[src/afsr_map.svh]
// Constants for the converter and start-up fault response block
`ifndef AFSR_MAP_SVH
`define AFSR_MAP_SVH

// Response setting field positions
`define AFSR_ACT_HI        7
`define AFSR_ACT_LO        6
`define AFSR_RETRY_HI      5
`define AFSR_RETRY_LO      3
`define AFSR_DELAY_HI      2
`define AFSR_DELAY_LO      0

// Response setting reset value and forced delay field
`define AFSR_RESP_RESET    8'h00
`define AFSR_DELAY_FIXED   3'h0

// Fault source indices
`define AFSR_SRC_HOT       3'h0
`define AFSR_SRC_COLD      3'h1
`define AFSR_SRC_VHI       3'h2
`define AFSR_SRC_VLO       3'h3
`define AFSR_SRC_TON       3'h4

// Summary status bit positions (word; low byte is the byte status)
`define AFSR_SW_VOUT       15
`define AFSR_SW_INPUT      13
`define AFSR_SW_OFF        6
`define AFSR_SW_VIN_UV     3
`define AFSR_SW_TEMP       2
`define AFSR_SW_HIGH_BYTE  0

// Detailed status bit positions
`define AFSR_TEMP_OT       7
`define AFSR_TEMP_UT       6
`define AFSR_VIN_OV        7
`define AFSR_VIN_UV        4
`define AFSR_VOUT_TON      2

// Timebase: tick period in ns and clock period in ns
`define AFSR_TICK_NS       10000
`define AFSR_CLK_NS        4
`define AFSR_TICK_CYC      (`AFSR_TICK_NS / `AFSR_CLK_NS)

`endif

[src/afsr_pkg.sv]
// Types for the converter and start-up fault response block
`default_nettype none
package afsr_pkg;

   typedef enum logic [1:0]
   {
      AFSR_OFF   = 2'b00,
      AFSR_ON    = 2'b01,
      AFSR_LATCH = 2'b10,
      AFSR_WAIT  = 2'b11
   } afsr_state_t;

   // One response setting, split in its fields
   typedef struct packed
   {
      logic [1:0] action;
      logic [2:0] retry;
      logic [2:0] delay;
   } afsr_resp_t;

   // Status bundle seen by the host side
   typedef struct packed
   {
      logic [15:0] word;
      logic [7:0]  temp;
      logic [7:0]  vin;
      logic [7:0]  vout;
   } afsr_status_t;

endpackage
`default_nettype wire

[src/afsr_tick.sv]
// 10 us timebase, resynchronised by the shared timebase pin
`default_nettype none
`include "afsr_map.svh"
module afsr_tick #(
   parameter int unsigned TICK_CYC = `AFSR_TICK_CYC
)(
   // Clock and control
   input  wire logic i_mclk,
   input  wire logic i_srst,
   input  wire logic i_ce,
   // Sync pulse and tick out
   input  wire logic i_sync,
   output logic      o_tick
);
   typedef struct packed
   {
      logic [15:0] cnt;
      logic        sync;
      logic        tick;
   } afsr_tick_st_t;

   afsr_tick_st_t st_q;
   afsr_tick_st_t st_d;

   // Rising edge of the pin restarts the period, rounding to a tick
   always_comb
   begin
      st_d      = st_q;
      st_d.sync = i_sync;
      st_d.tick = 1'b0;
      if (i_sync && !st_q.sync)
      begin
         st_d.cnt  = 16'h0000;
         st_d.tick = 1'b1;
      end
      else if (st_q.cnt == 16'(TICK_CYC - 1))
      begin
         st_d.cnt  = 16'h0000;
         st_d.tick = 1'b1;
      end
      else
         st_d.cnt = st_q.cnt + 16'h0001;
   end

   // State register
   always_ff @(posedge i_mclk)
   begin
      if (i_srst)
         st_q <= '0;
      else if (i_ce)
         st_q <= st_d;
   end

   assign o_tick = st_q.tick & i_ce;
endmodule
`default_nettype wire

[src/afsr_core.sv]
// Fault response for converter-measured and start-up timeout faults
// What this block does
// - Converter faults set summary, detailed status bits and pull alert low.
// - Action 00b keeps running; 01b..11b shut down then follow retry.
// - Retry 000b never restarts; output stays off until latch cleared.
// - Retry 001b..111b restarts forever at retry delay until stopped.
// - Rewritten retry setting may wait for next off-then-on; here acts at once.
// - Delay field always reads 000b; no deglitch is added.
// - Converter faults act directly without any deglitch filter.
// - Timeout action 00b continues; 01b and 1Xb shut down, follow retry.
// - Timeout sets high-byte, vout word bit, timeout bit and alert.
// - Timeout retry 000b stays off; nonzero retries at retry delay.
// - Timers count a 10 us tick, resynchronised by the shared pin.
// - Retry 000b shutdown latches off; released by pin, command, config write or bias.
// - Clear-faults resets status and alert but keeps latched off state.
`default_nettype none
`include "afsr_map.svh"
module afsr_core #(
   parameter int unsigned TICK_CYC = `AFSR_TICK_CYC,
   parameter int unsigned DLY_W    = 16
)(
   // Clock, reset, enable
   input  wire logic                 i_mclk,
   input  wire logic                 i_srst,
   input  wire logic                 i_ce,
   // Response setting writes
   input  wire logic                 i_resp_we,
   input  wire logic [2:0]           i_resp_sel,
   input  wire logic [7:0]           i_resp_wdata,
   input  wire logic [DLY_W-1:0]     i_retry_delay,
   // Fault inputs, one cycle pulses or levels
   input  wire logic                 i_hot_fault,
   input  wire logic                 i_cold_fault,
   input  wire logic                 i_supply_high_fault,
   input  wire logic                 i_supply_low_fault,
   input  wire logic                 i_startup_timeout,
   // Channel control
   input  wire logic                 i_channel_on_pin,
   input  wire logic                 i_operation_on,
   input  wire logic                 i_on_off_cfg_wr,
   input  wire logic                 i_bias_ok,
   input  wire logic                 i_clear_faults,
   input  wire logic                 i_shared_timebase_pin,
   // Outputs
   output logic                      o_channel_en,
   output logic                      o_host_alert_n,
   output afsr_pkg::afsr_status_t    o_status,
   output logic [39:0]               o_resp_rdata
);
   typedef struct packed
   {
      logic [4:0][7:0]             resp;
      afsr_pkg::afsr_state_t       fsm;
      logic [DLY_W-1:0]            wait_cnt;
      logic                        pin_q;
      logic                        op_q;
      afsr_pkg::afsr_status_t      status;
      logic                        alert;
   } afsr_core_st_t;

   afsr_core_st_t st_q;
   afsr_core_st_t st_d;
   logic          tick;
   logic [4:0]    faults;
   logic          want_on;
   logic          release_evt;
   logic          shut;
   logic [2:0]    shut_retry;

   // Decode one setting into its fields
   function automatic afsr_pkg::afsr_resp_t afsr_split(input logic [7:0] r);
      afsr_pkg::afsr_resp_t f;
      f.action = r[`AFSR_ACT_HI:`AFSR_ACT_LO];
      f.retry  = r[`AFSR_RETRY_HI:`AFSR_RETRY_LO];
      f.delay  = `AFSR_DELAY_FIXED;
      return f;
   endfunction

   afsr_tick #(.TICK_CYC(TICK_CYC)) u_tick (
      .i_mclk (i_mclk),
      .i_srst (i_srst),
      .i_ce   (i_ce),
      .i_sync (i_shared_timebase_pin),
      .o_tick (tick)
   );

   // Faults are used as they arrive, no filter stage
   assign faults  = {i_startup_timeout, i_supply_low_fault,
                     i_supply_high_fault, i_cold_fault, i_hot_fault};
   assign want_on = i_channel_on_pin & i_operation_on & i_bias_ok;
   // Toggle of pin or command, config write, or bias loss frees latch
   assign release_evt = (!i_channel_on_pin && st_q.pin_q)
                      | (!i_operation_on && st_q.op_q)
                      | i_on_off_cfg_wr | !i_bias_ok;

   // Pick the shutting fault; lowest source index wins on a tie
   always_comb
   begin
      afsr_pkg::afsr_resp_t f;
      shut       = 1'b0;
      shut_retry = 3'h0;
      f          = afsr_split(8'h00);
      for (int i = 4; i >= 0; i--)
      begin
         f = afsr_split(st_q.resp[i]);
         // Nonzero action shuts down, timeout 01b included
         if (faults[i] && f.action != 2'b00)
         begin
            shut       = 1'b1;
            // Live setting read at fault time, no stale copy kept
            shut_retry = f.retry;
         end
      end
   end

   // Next state
   always_comb
   begin
      st_d       = st_q;
      st_d.pin_q = i_channel_on_pin;
      st_d.op_q  = i_operation_on;

      // Response settings; delay field forced to zero
      if (i_resp_we && i_resp_sel <= `AFSR_SRC_TON)
         st_d.resp[i_resp_sel] = {i_resp_wdata[7:3], `AFSR_DELAY_FIXED};

      // Status clear first, so a fault in the same cycle wins
      if (i_clear_faults)
      begin
         st_d.status = '0;
         st_d.alert  = 1'b0;
      end
      // Converter faults: summary, detail, alert
      if (i_hot_fault)
      begin
         st_d.status.word[`AFSR_SW_TEMP] = 1'b1;
         st_d.status.temp[`AFSR_TEMP_OT] = 1'b1;
      end
      if (i_cold_fault)
      begin
         st_d.status.word[`AFSR_SW_TEMP] = 1'b1;
         st_d.status.temp[`AFSR_TEMP_UT] = 1'b1;
      end
      if (i_supply_high_fault)
      begin
         st_d.status.word[`AFSR_SW_INPUT] = 1'b1;
         st_d.status.vin[`AFSR_VIN_OV]    = 1'b1;
      end
      if (i_supply_low_fault)
      begin
         st_d.status.word[`AFSR_SW_INPUT]  = 1'b1;
         st_d.status.word[`AFSR_SW_VIN_UV] = 1'b1;
         st_d.status.vin[`AFSR_VIN_UV]     = 1'b1;
      end
      // Timeout: high-byte, vout summary, timeout detail
      if (i_startup_timeout)
      begin
         st_d.status.word[`AFSR_SW_HIGH_BYTE] = 1'b1;
         st_d.status.word[`AFSR_SW_VOUT]      = 1'b1;
         st_d.status.vout[`AFSR_VOUT_TON]     = 1'b1;
      end
      if (|faults)
         st_d.alert = 1'b1;

      // Channel sequencing
      unique case (st_q.fsm)
         afsr_pkg::AFSR_OFF:
         begin
            if (want_on)
               st_d.fsm = afsr_pkg::AFSR_ON;
         end
         afsr_pkg::AFSR_ON:
         begin
            if (!want_on)
               st_d.fsm = afsr_pkg::AFSR_OFF;
            else if (shut)
            begin
               // Retry of the shutting fault picks latch or wait
               st_d.fsm = (shut_retry == 3'h0) ? afsr_pkg::AFSR_LATCH
                                               : afsr_pkg::AFSR_WAIT;
               st_d.wait_cnt = i_retry_delay;
            end
         end
         afsr_pkg::AFSR_LATCH:
         begin
            // Clear-faults alone does not free it
            if (release_evt)
               st_d.fsm = afsr_pkg::AFSR_OFF;
         end
         afsr_pkg::AFSR_WAIT:
         begin
            if (release_evt)
               st_d.fsm = afsr_pkg::AFSR_OFF; // Off command ends retry
            else if (shut)
            begin
               // New fault restarts sequence with its own setting
               st_d.fsm = (shut_retry == 3'h0) ? afsr_pkg::AFSR_LATCH
                                               : afsr_pkg::AFSR_WAIT;
               st_d.wait_cnt = i_retry_delay;
            end
            else if (st_q.wait_cnt == '0)
               st_d.fsm = afsr_pkg::AFSR_ON; // Retry forever
            else if (tick)
               st_d.wait_cnt = st_q.wait_cnt - 1'b1; // Tick timed
         end
      endcase
   end

   // State register
   always_ff @(posedge i_mclk)
   begin
      if (i_srst)
      begin
         st_q      <= '0;
         st_q.resp <= {5{`AFSR_RESP_RESET}};
         st_q.fsm  <= afsr_pkg::AFSR_OFF;
      end
      else if (i_ce)
         st_q <= st_d;
   end

   // Outputs from flip-flops
   assign o_channel_en   = (st_q.fsm == afsr_pkg::AFSR_ON);
   assign o_host_alert_n = !st_q.alert;
   always_comb
   begin
      o_status = st_q.status;
      // Off summary mirrors live channel state
      o_status.word[`AFSR_SW_OFF] = (st_q.fsm != afsr_pkg::AFSR_ON);
   end
   assign o_resp_rdata = st_q.resp;
endmodule
`default_nettype wire

[config.mk]
export PLATFORM = sky130hd
export DESIGN_NAME = afsr_core
export DESIGN_NICKNAME = d
export VERILOG_FILES = /design/src/afsr_pkg.sv /design/src/afsr_tick.sv /design/src/afsr_core.sv
export VERILOG_INCLUDE_DIRS = /design/src
export SDC_FILE = /design/constraint.sdc
export NUM_CORES = 1
export LEC_CHECK = 0
export ABC_CLOCK_PERIOD_IN_PS = 1900
export BUFFER_PORTS_ARGS = -buffer_cell sky130_fd_sc_hd__buf_2
export CAP_MARGIN = 10
export CORE_ASPECT_RATIO = 0.5
export CORE_MARGIN = 2
export CORE_UTILIZATION = 46
export DETAILED_ROUTE_END_ITERATION = 10
export GPL_TIMING_DRIVEN = 0
export PLACE_DENSITY = 0.88
export SYNTH_ARGS = -nofsm -noshare
export SYNTH_HDL_FRONTEND = slang
export SYNTH_HIERARCHICAL = 1
export SYNTH_SLANG_ARGS = --single-unit
[constraint.sdc]
create_clock -name i_mclk -period 1.9 [get_ports i_mclk]
set_input_delay 0.19 -clock i_mclk [delete_from_list [all_inputs] [get_ports i_mclk]]
set_output_delay 0.19 -clock i_mclk [all_outputs]
set_load 0.05 [all_outputs]
# --- Word level (Yosys, flattened, before mapping) ---
# Index checks and enable logic that the tools add are counted.
totals:
  ff_bits: 89
  out_inout_bits: 82
  word_cells: 136
classes:
  add_sub_neg: 2
  n_lt_le_gt_ge: 3
  eq_ne: 14
  n_mux: 45
  n_bitwise: 6
  n_reduce_logical: 44
ops:
  columns: ["op", "count"]
  rows:
  - ["16-bit 2-to-1 mux", 6]
  - ["41-bit 2-to-1 mux", 1]
  - ["40-bit bitwise mux", 1]
  - ["18-bit 2-to-1 mux", 2]
  - ["16-bit case mux with 2 select lines", 1]
  - ["8-bit demux with 3-bit select", 1]
  - ["2-bit nonzero test", 12]
  - ["1-bit 2-to-1 mux", 21]
  - ["2-bit AND reduction", 9]
  - ["16-bit by 1-bit adder with 16-bit output, second input constant", 1]
  - ["16-bit by 12-bit == test with 1-bit output, second input constant", 1]
  - ["16-bit zero test", 1]
  - ["16-bit by 1-bit subtractor with 16-bit output, second input constant", 1]
  - ["3-bit 2-to-1 mux", 5]
  - ["1-bit logical AND", 10]
  - ["2-bit 2-to-1 mux", 5]
  - ["8-bit 2-to-1 mux", 1]
  - ["2-bit case mux with 4 select lines", 1]
  - ["7-bit AND reduction", 1]
  - ["2-bit by 1-bit != test with 1-bit output, second input constant", 3]
  - ["2-bit != test, second input constant", 3]
  - ["3-bit != test, second input constant", 2]
  - ["3-bit nonzero test", 2]
  - ["1-bit zero test", 5]
  - ["other kinds (13)", 18]

# --- Logic depth before layout (Yosys ltp) ---
# Gate-level depths: netlist of run 1.
depth:
  depth_word: 12
  depth_mapped: 10

# --- Hierarchy ---
# The synthesis of run 1 kept the hierarchy.
by_module_without_submodules:
  columns: ["module", "instances", "cells_each", "area_per_inst_um2", "seq_area_each_um2"]
  rows:
  - ["afsr_core", 1, 401, 3238.1, 1061.0]
  - ["afsr_tick", 1, 96, 844.6, 360.3]

# --- Least setup slack after synthesis of run 1 ---
# No wires, ideal clock.
synth_timing:
  path_type: "flip-flop to flip-flop"
  start: "register st_q[43] (netlist name)"
  end: "register st_q[56] (netlist name)"
  setup_ns: 0.092
  t_arrival_ns: 2.007
  required_ns: 1.808
  slack_ns: -0.199
  path_stages_with_launch: 11
  period_less_slack_ns: 2.099
  path_cell_list: "dfxtp_1 -> inv_1 -> ha_1 -> or3b_4 -> nor4_4 -> and2_4 -> a211o_1 -> buf_6 -> buf_12 -> a21oi_1 -> o32ai_1"
synth_via:
  elab_chain_cells: 6
  elab_cells_between_ends: 9
synth_lines:
  columns: ["element", "line", "rtl"]
  rows:
  - ["start, declared", "afsr_core.sv:61", "afsr_core_st_t st_q;"]
  - ["start signal, assigned", "afsr_core.sv:219", "st_q <= st_d;"]
  - ["16-bit by 1-bit subtractor with 16-bit output", "afsr_core.sv:204", "st_d.wait_cnt = st_q.wait_cnt - 1'b1;"]
  - ["16-bit 2-to-1 mux", "afsr_core.sv:203", "else if (tick)"]
  - ["16-bit 2-to-1 mux", "afsr_core.sv:201", "else if (st_q.wait_cnt == '0)"]
  - ["18-bit 2-to-1 mux", "afsr_core.sv:194", "else if (shut)"]
  - ["16-bit 2-to-1 mux", "afsr_core.sv:192", "if (release_evt)"]
  - ["16-bit case mux with 2 select lines", "afsr_core.sv:166", "unique case (st_q.fsm)"]
# Several ways; a longest one is shown, not always the timed one. The select of a mux whose other input is x is not followed.
# A chain may end at the register's enable or synchronous reset.

# --- Worst setup path after layout of run 1 ---
layout_timing:
  start: "register st_q[43] (netlist name)"
  end: "register st_q[58] (netlist name)"
# The elaborated chain is that of the path after synthesis.

==> summary.txt, run 1 <==
Clock network
  • Clk buf depth: 2
  • Clock Latency Late Sink: 0.34 ns
  • TritonCTS clock tree: done
  • CTS sink cnt: 71
  • CTS buffer count: 9
  • H-tree levels: 3
  • Clk root buf: clkbuf_16
  • CTS clock-pin slew for the worst setup and hold paths: 0.06 ns

Worst setup path
  • Worst path top cell family by delay: simple AND/OR/NAND/NOR gates
  • Critical Path Slowest Stage Cell: or3b_4
  • Critical path class: reg2reg
  • Crit path DAT: 2.35 ns
  • CP required: about 2.2 ns
  • Worst path max stage delay: 0.39 ns
  • Critical-path cell list: inv_4 -> ha_4 -> or3b_4 -> nor4_4 -> and2_4 -> a211o_1 -> buf_6 -> a21oi_2 -> o32ai_1
  • CP Max Fanout: 6
  • Buf/Inv on CP: 2
  • Crit path launch type: register
  • Critical path capture point type: register

Floorplanning
  • Die area: 9690 um^2
  • Core Area: 8650 um^2
  • Chip height: 70.6 um
  • Die extent in x: 137 um
  • Initial Util: 47.2%
  • Row cnt: 24
  • Ports: approximately 120

STA
  • Max Clk Rate: 0.476 GHz
  • Final slew viol count: 0
  • Final Skew: 0.00665 ns
  • Final setup vio count: 15
  • Slew headroom: 58.2%
  • Worst-Margin Slew: 0.628 ns
  • RSZ-0062 raised after global routing: true
  • Final Critical Period: 2.10 ns
  • Final Hold Violating Endpoints: 0
  • Setup WS post-layout: -0.203 ns
  • Fin crit share: 111%

Logic synthesis
  • Synthesized netlist cell count: 497
  • Yosys cell types: 63
  • Dominant cells by area after synthesis: dfxtp_1, buf_4, mux2i_1
  • Register area share after synthesis: 34.8%
  • Mean post-synth cell area: about 8 um^2
  • Ys Warns: 6
  • Number of flops mapped to enable cells by yosys: 0
  • Cell taking the most area after synthesis: dfxtp_1
  • Post-synth top area share: 34.8%
  • Syn Std Cell Area: 4080 um^2
  • Post-synth ARST share: 0%
  • Top_reg_cell synth: dfxtp_1
  • Synthesis-stage register bit count: ~70

GRT
  • Total GRT Usage: 23.0%
  • Vias in the first global route: between 3000 and 4000
  • Pin count of the biggest net entering global routing: 13
  • Initial antenna violation count: 0
  • Congestion Overflow GR: 0
  • First-pass GRT wire length: 17600 um

Finish
  • Layout Nets: about 700
  • Filler cell count: 670
  • Post-Layout Cell Count: 771
  • Fin util: between 60 and 70%
  • # diodes: 0
  • Most frequent cells in the layout: buf_4, buf_2, dfxtp_1
  • Commonest non-fill, non-tap cell in the layout: buf_4
  • Layout cell share with drive strength beyond 1: 38.8%
  • Layout area overhead: 34.1%

Worst hold path
  • Class of the worst hold path: in2reg

Pwr
  • P_leak: 2.54 nW
  • Power per Cell Area: 716 nW/um^2
  • Maximum vdd drop: 0.476 mV

Placement
  • PortBufs: 76
  • Number of instances in the placed design: between 700 and 800
  • DP HPWL: 7570 um
  • GPL Wtd Cong: 0.901

Drt
  • Post-DRT Antenna Nets: 0
  • Residual DRC: 0
  • Average wire per cell in the routed design: roughly 16 um
  • Drt first-iter violations: about 540
  • Via count: 4238
  • Total iterations of the first detailed-routing run: 6
  • Routed wire length: 12200 um
  • Vias per cell: 5.50

Outcome
  • Outcome: complete, but fails checks
  • Failing checks: setup timing

Job
  • Max-cap violations: 0
[per-stage QoR]
step | setup slack [ns] | power, W | TNS, ns | instance area [um^2] | hold WS, ns
2_1_floorplan | -0.0330 | 0.00210 | -0.0459 | 4260 | 0.259
3_3_place_gp | -0.346 | 0.00222 | -4.89 | 4790 | 0.434
3_5_place_dp | -0.328 | 0.00223 | -4.90 | 4790 | 0.459
4_1_cts | -0.210 | 0.00387 | -2.78 | 5170 | 0.115
5_1_grt | -0.277 | 0.00401 | -3.76 | 5480 | 0.137
6_report | -0.203 | 0.00392 | -2.54 | 5480 | 0.119
[flip-flops by register name, indices dropped and copies added, names as in the netlist]
signal and cells:
u_tick/st_q 18, o_status 7, st_q 21, o_resp_rdata 25
[synthesized netlist by cell type (2+ instances only)]
master and instances:
a21oi_1 38, o41ai_1 2, nand4_1 8, a311oi_1 2, a31oi_1 2, nand2b_1 10
xnor2_1 2, a22oi_1 5, nor2b_1 3, and3_1 4, nand3_1 16, xor2_1 6
inv_1 9, buf_4 79, o21a_1 2, mux2_2 2, buf_2 4, clkbuf_1 12
a211oi_1 3, and4_1 2, dfxtp_1 71, o31ai_1 2, a21o_1 5, o21ai_0 23
or3_1 7, nand3b_1 2, nor2_1 57, nand2_1 33, nor4b_1 3, o32ai_1 7
nor3_1 13, mux2i_1 28, nor4_1 4, ha_1 2
[per-layer routing]
metal | global-route usage [%] | vias up | wire length (um)
met3 | 5.73 | 71 | 1140
li1 | - | 1941 | -
met5 | 0 | - | 0
met4 | 10.4 | 0 | 593
met1 | 27.9 | 1935 | 4660
met2 | 38.9 | 291 | 5830
[logic make-up after synthesis]
logic type	after synthesis	synth area share (%)
other cells	1	0.0919
buf+inv	106	17.7
mux	30	7.42
fa+ha+maj	2	0.613
simple gates	177	22.2
compound gates	102	15.4
flops	71	34.8
xor+xnor	8	1.72
[cell type report]
cell class                      instances  area, um^2  share of cell area (%)
Multi-Input combinational cell        363        2280                    41.6
Sequential cell                        71        1440                    26.2
Buffer                                 96         698                    12.8
Timing Repair Buffer                  101         593                    10.8
Clock buffer                            9         225                    4.11
Tap cell                              117         146                    2.67
Clock inverter                          5        61.3                    1.12
Inverter                                9        38.8                   0.708
[worst reg2reg max path, cell delays in order (launching register included)]
cell     delay [ns]
dfxtp_4        0.37
inv_4          0.06
ha_4           0.12
or3b_4         0.39
nor4_4         0.21
and2_4         0.23
a211o_1        0.16
buf_6          0.16
a21oi_2        0.05
o32ai_1        0.26
[worst paths after layout]
path	from	end	slack (ns)	depth (start not counted)
setup / recovery	st_q[43]	st_q[58]	-0.20	9
hold / removal	i_channel_on_pin	st_q[42]	0.12	3
setup reg to reg	st_q[43]	st_q[58]	-0.20	9
hold reg to reg	st_q[58]	st_q[58]	0.46	2
[repair_timing]
item	in CTS	in global routing
hold buffers	0	0
pin swaps	6	20
endpoints found under the setup margin	26	29
gates cloned	1	1
gates resized for setup	10	52
buffers inserted	9	14
[power breakdown]
group	total (W)	internal, W	switching [W]
clock network	0.00166	0.00100	0.000658
registers	0.00155	0.00152	0.0000358
logic	0.000705	0.000221	0.000484
Note: power is estimated with default switching activity, not from simulation.
==> run 2, diff against run 1 <==
Settings changed: PLACE_DENSITY 0.88 to 0.76.
==> summary.txt, run 2 (same netlist as run 1, synthesis figures left out) <==
Outcome
  • Outcome: complete, but fails checks
  • Failing checks: setup timing

Floorplanning
  • Die extent in x: approximately 140 um
  • Ports: roughly 120
  • Row cnt: 24
  • Chip height: around 70 um
  • Core Area: 8650 um^2
  • Die area: 9690 um^2
  • Initial Util: 47.2%

STA
  • Setup WS post-layout: -0.105 ns
  • Final setup vio count: 14
  • Final Critical Period: around 2 ns
  • Max Clk Rate: roughly 0.50 GHz
  • Slew headroom: 56.9%
  • RSZ-0062 raised after global routing: true
  • Final Skew: around 0.0057 ns
  • Final slew viol count: 0
  • TNS Setup: -0.983 ns
  • Final Hold Violating Endpoints: 0
  • Worst-Margin Slew: 0.646 ns
  • Fin crit share: 106%

Worst setup path
  • Critical Path Slowest Stage Cell: or3b_4
  • R2R Path End: st_q[50]
  • CP Max Fanout: 10
  • Worst R2R Path Depth: 10
  • Critical path capture point type: register
  • Crit path launch type: register
  • Worst path max stage delay: just under 0.4 ns
  • Critical path class: reg2reg
  • CP required: 2.14 ns
  • CP startpoint: st_q[43]
  • Crit path to: st_q[50]
  • Worst r2r src: st_q[43]
  • Critical-path cell list: inv_4 -> ha_4 -> or3b_4 -> nor4_4 -> and2_4 -> a211o_1 -> buf_6 -> buf_12 -> a21oi_1 -> o32ai_2
  • R2R Setup Slk: -0.11 ns
  • Buf/Inv on CP: 3
  • Crit path DAT: approximately 2.2 ns
  • Worst path top cell family by delay: simple AND/OR/NAND/NOR gates
  • Critical path depth in cells: 10

Job
  • Max-cap violations: 0

Clock network
  • Clk root buf: clkbuf_16
  • TritonCTS clock tree: done
  • H-tree levels: 3
  • CTS buffer count: 9
  • CTS sink cnt: 71
  • Clk buf depth: 2
  • Clock Latency Late Sink: 0.33 ns
  • CTS clock-pin slew for the worst setup and hold paths: approximately 0.060 ns

Drt
  • WL met1: 4740 um
  • Residual DRC: 0
  • Total iterations of the first detailed-routing run: 5
  • Drt first-iter violations: between 200 and 300
  • Via count: 3891
  • Post-DRT Antenna Nets: 0
  • DR WL met2: 4790 um
  • Vias per cell: about 5.1
  • Length of routed met3 wiring: 726 um
  • Top Metal Used: met4
  • Routed wire length: between 10000 and 15000 um
  • Average wire per cell in the routed design: 13.6 um

Finish
  • # diodes: 0
  • Layout Nets: just under 700
  • Largest register FFs: 25
  • Layout cell share with drive strength beyond 1: a little under two fifths
  • Post-Layout Cell Count: roughly 760
  • Layout area overhead: 32.5%
  • Commonest non-fill, non-tap cell in the layout: buf_4
  • Most frequent cells in the layout: buf_4, buf_2, dfxtp_1

Placement
  • DP Worst Slack: -0.438 ns
  • GPL Wtd Cong: 0.928
  • Number of instances in the placed design: 733
  • PortBufs: 76
  • DP HPWL: 7490 um

Worst hold path
  • Class of the worst hold path: in2reg

Pwr
  • Power per Cell Area: 751 nW/um^2
  • P_leak: 2.52 nW
  • Maximum vdd drop: 0.540 mV

GRT
  • Pin count of the biggest net entering global routing: 15
  • Initial antenna violation count: 0
  • Vias in the first global route: 3536
  • Congestion Overflow GR: 0
  • First-pass GRT wire length: ~17000 um
  • Total GRT Usage: 21.4%
run 2: cell count changes in the layout (fill, tap and decap cells not counted), sizes merged:
| cell | previous run | this run |
|---|---|---|
| inv | 9 | 11 |
| bufinv | 1 | 2 |
| clkinvlp | 3 | 1 |
| clkbuf | 23 | 19 |
| clkinv | 1 | 2 |
| buf | 183 | 178 |
run 2: report_power, final:
part,switching (W),internal (W)
Clock,0.000674,0.00116
Sequential,0.0000299,0.00152
Combinational,0.000465,0.000211
Total,0.00117,0.00289
run 2: what timing repair did:
item | in CTS | in global routing
resized for setup | 20 | 30
hold endpoints to repair | 0 | 0
hold buffers | 0 | 0
endpoints found under the setup margin | 26 | 30
pin swaps | 8 | 10
gates cloned | 1 | 0
buffers inserted | 11 | 4
run 2: worst min path at each step:
| stage | slack [ns] | start | cells past startpoint | endpoint |
|---|---|---|---|---|
| final | 0.12 | i_operation_on | 3 | st_q[41] |
| after global placement | 0.44 | i_shared_timebase_pin | 3 | u_tick/st_q[1] |
| after CTS | 0.11 | i_operation_on | 3 | st_q[41] |
| after global routing | 0.12 | i_operation_on | 3 | st_q[41] |
| after floorplan | 0.26 | i_srst | 1 | u_tick/st_q[2] |
| after detailed placement | 0.46 | i_operation_on | 3 | st_q[41] |
run 2: cell type report:
| class | instances | area [um^2] |
|---|---|---|
| Clock inverter | 7 | 103 |
| Multi-Input combinational cell | 363 | 2260 |
| Clock buffer | 9 | 225 |
| Timing Repair Buffer | 92 | 508 |
| Fill cell | 754 | 3240 |
| Buffer | 96 | 696 |
| Tap cell | 117 | 146 |
| Inverter | 9 | 38.8 |
| Sequential cell | 71 | 1430 |
run 2: routing by layer:
layer	up-vias	track usage, %
li1	1922	-
met4	0	6.99
met1	1815	28.3
met5	-	0
met2	141	34.4
met3	13	5.59
run 2: metrics by stage:
| stage | total power (W) | instance area [um^2] | hold WS, ns | utilization (%) |
|---|---|---|---|---|
| 3_5_place_dp | 0.00223 | 4790 | 0.458 | 55.4 |
| 3_3_place_gp | 0.00223 | 4790 | 0.441 | 55.4 |
| 5_1_grt | 0.00420 | 5410 | 0.123 | 62.6 |
| 6_report | 0.00406 | 5410 | 0.116 | 62.6 |
| 2_1_floorplan | 0.00210 | 4260 | 0.259 | - |
| 4_1_cts | 0.00408 | 5270 | 0.109 | 60.9 |
run 2: tightest hold or removal path: cells and delay by family:
family / cells / cell delay, ns
mux: 1 / 0.06
simple gates: 1 / 0.07
buf+inv: 1 / 0.09
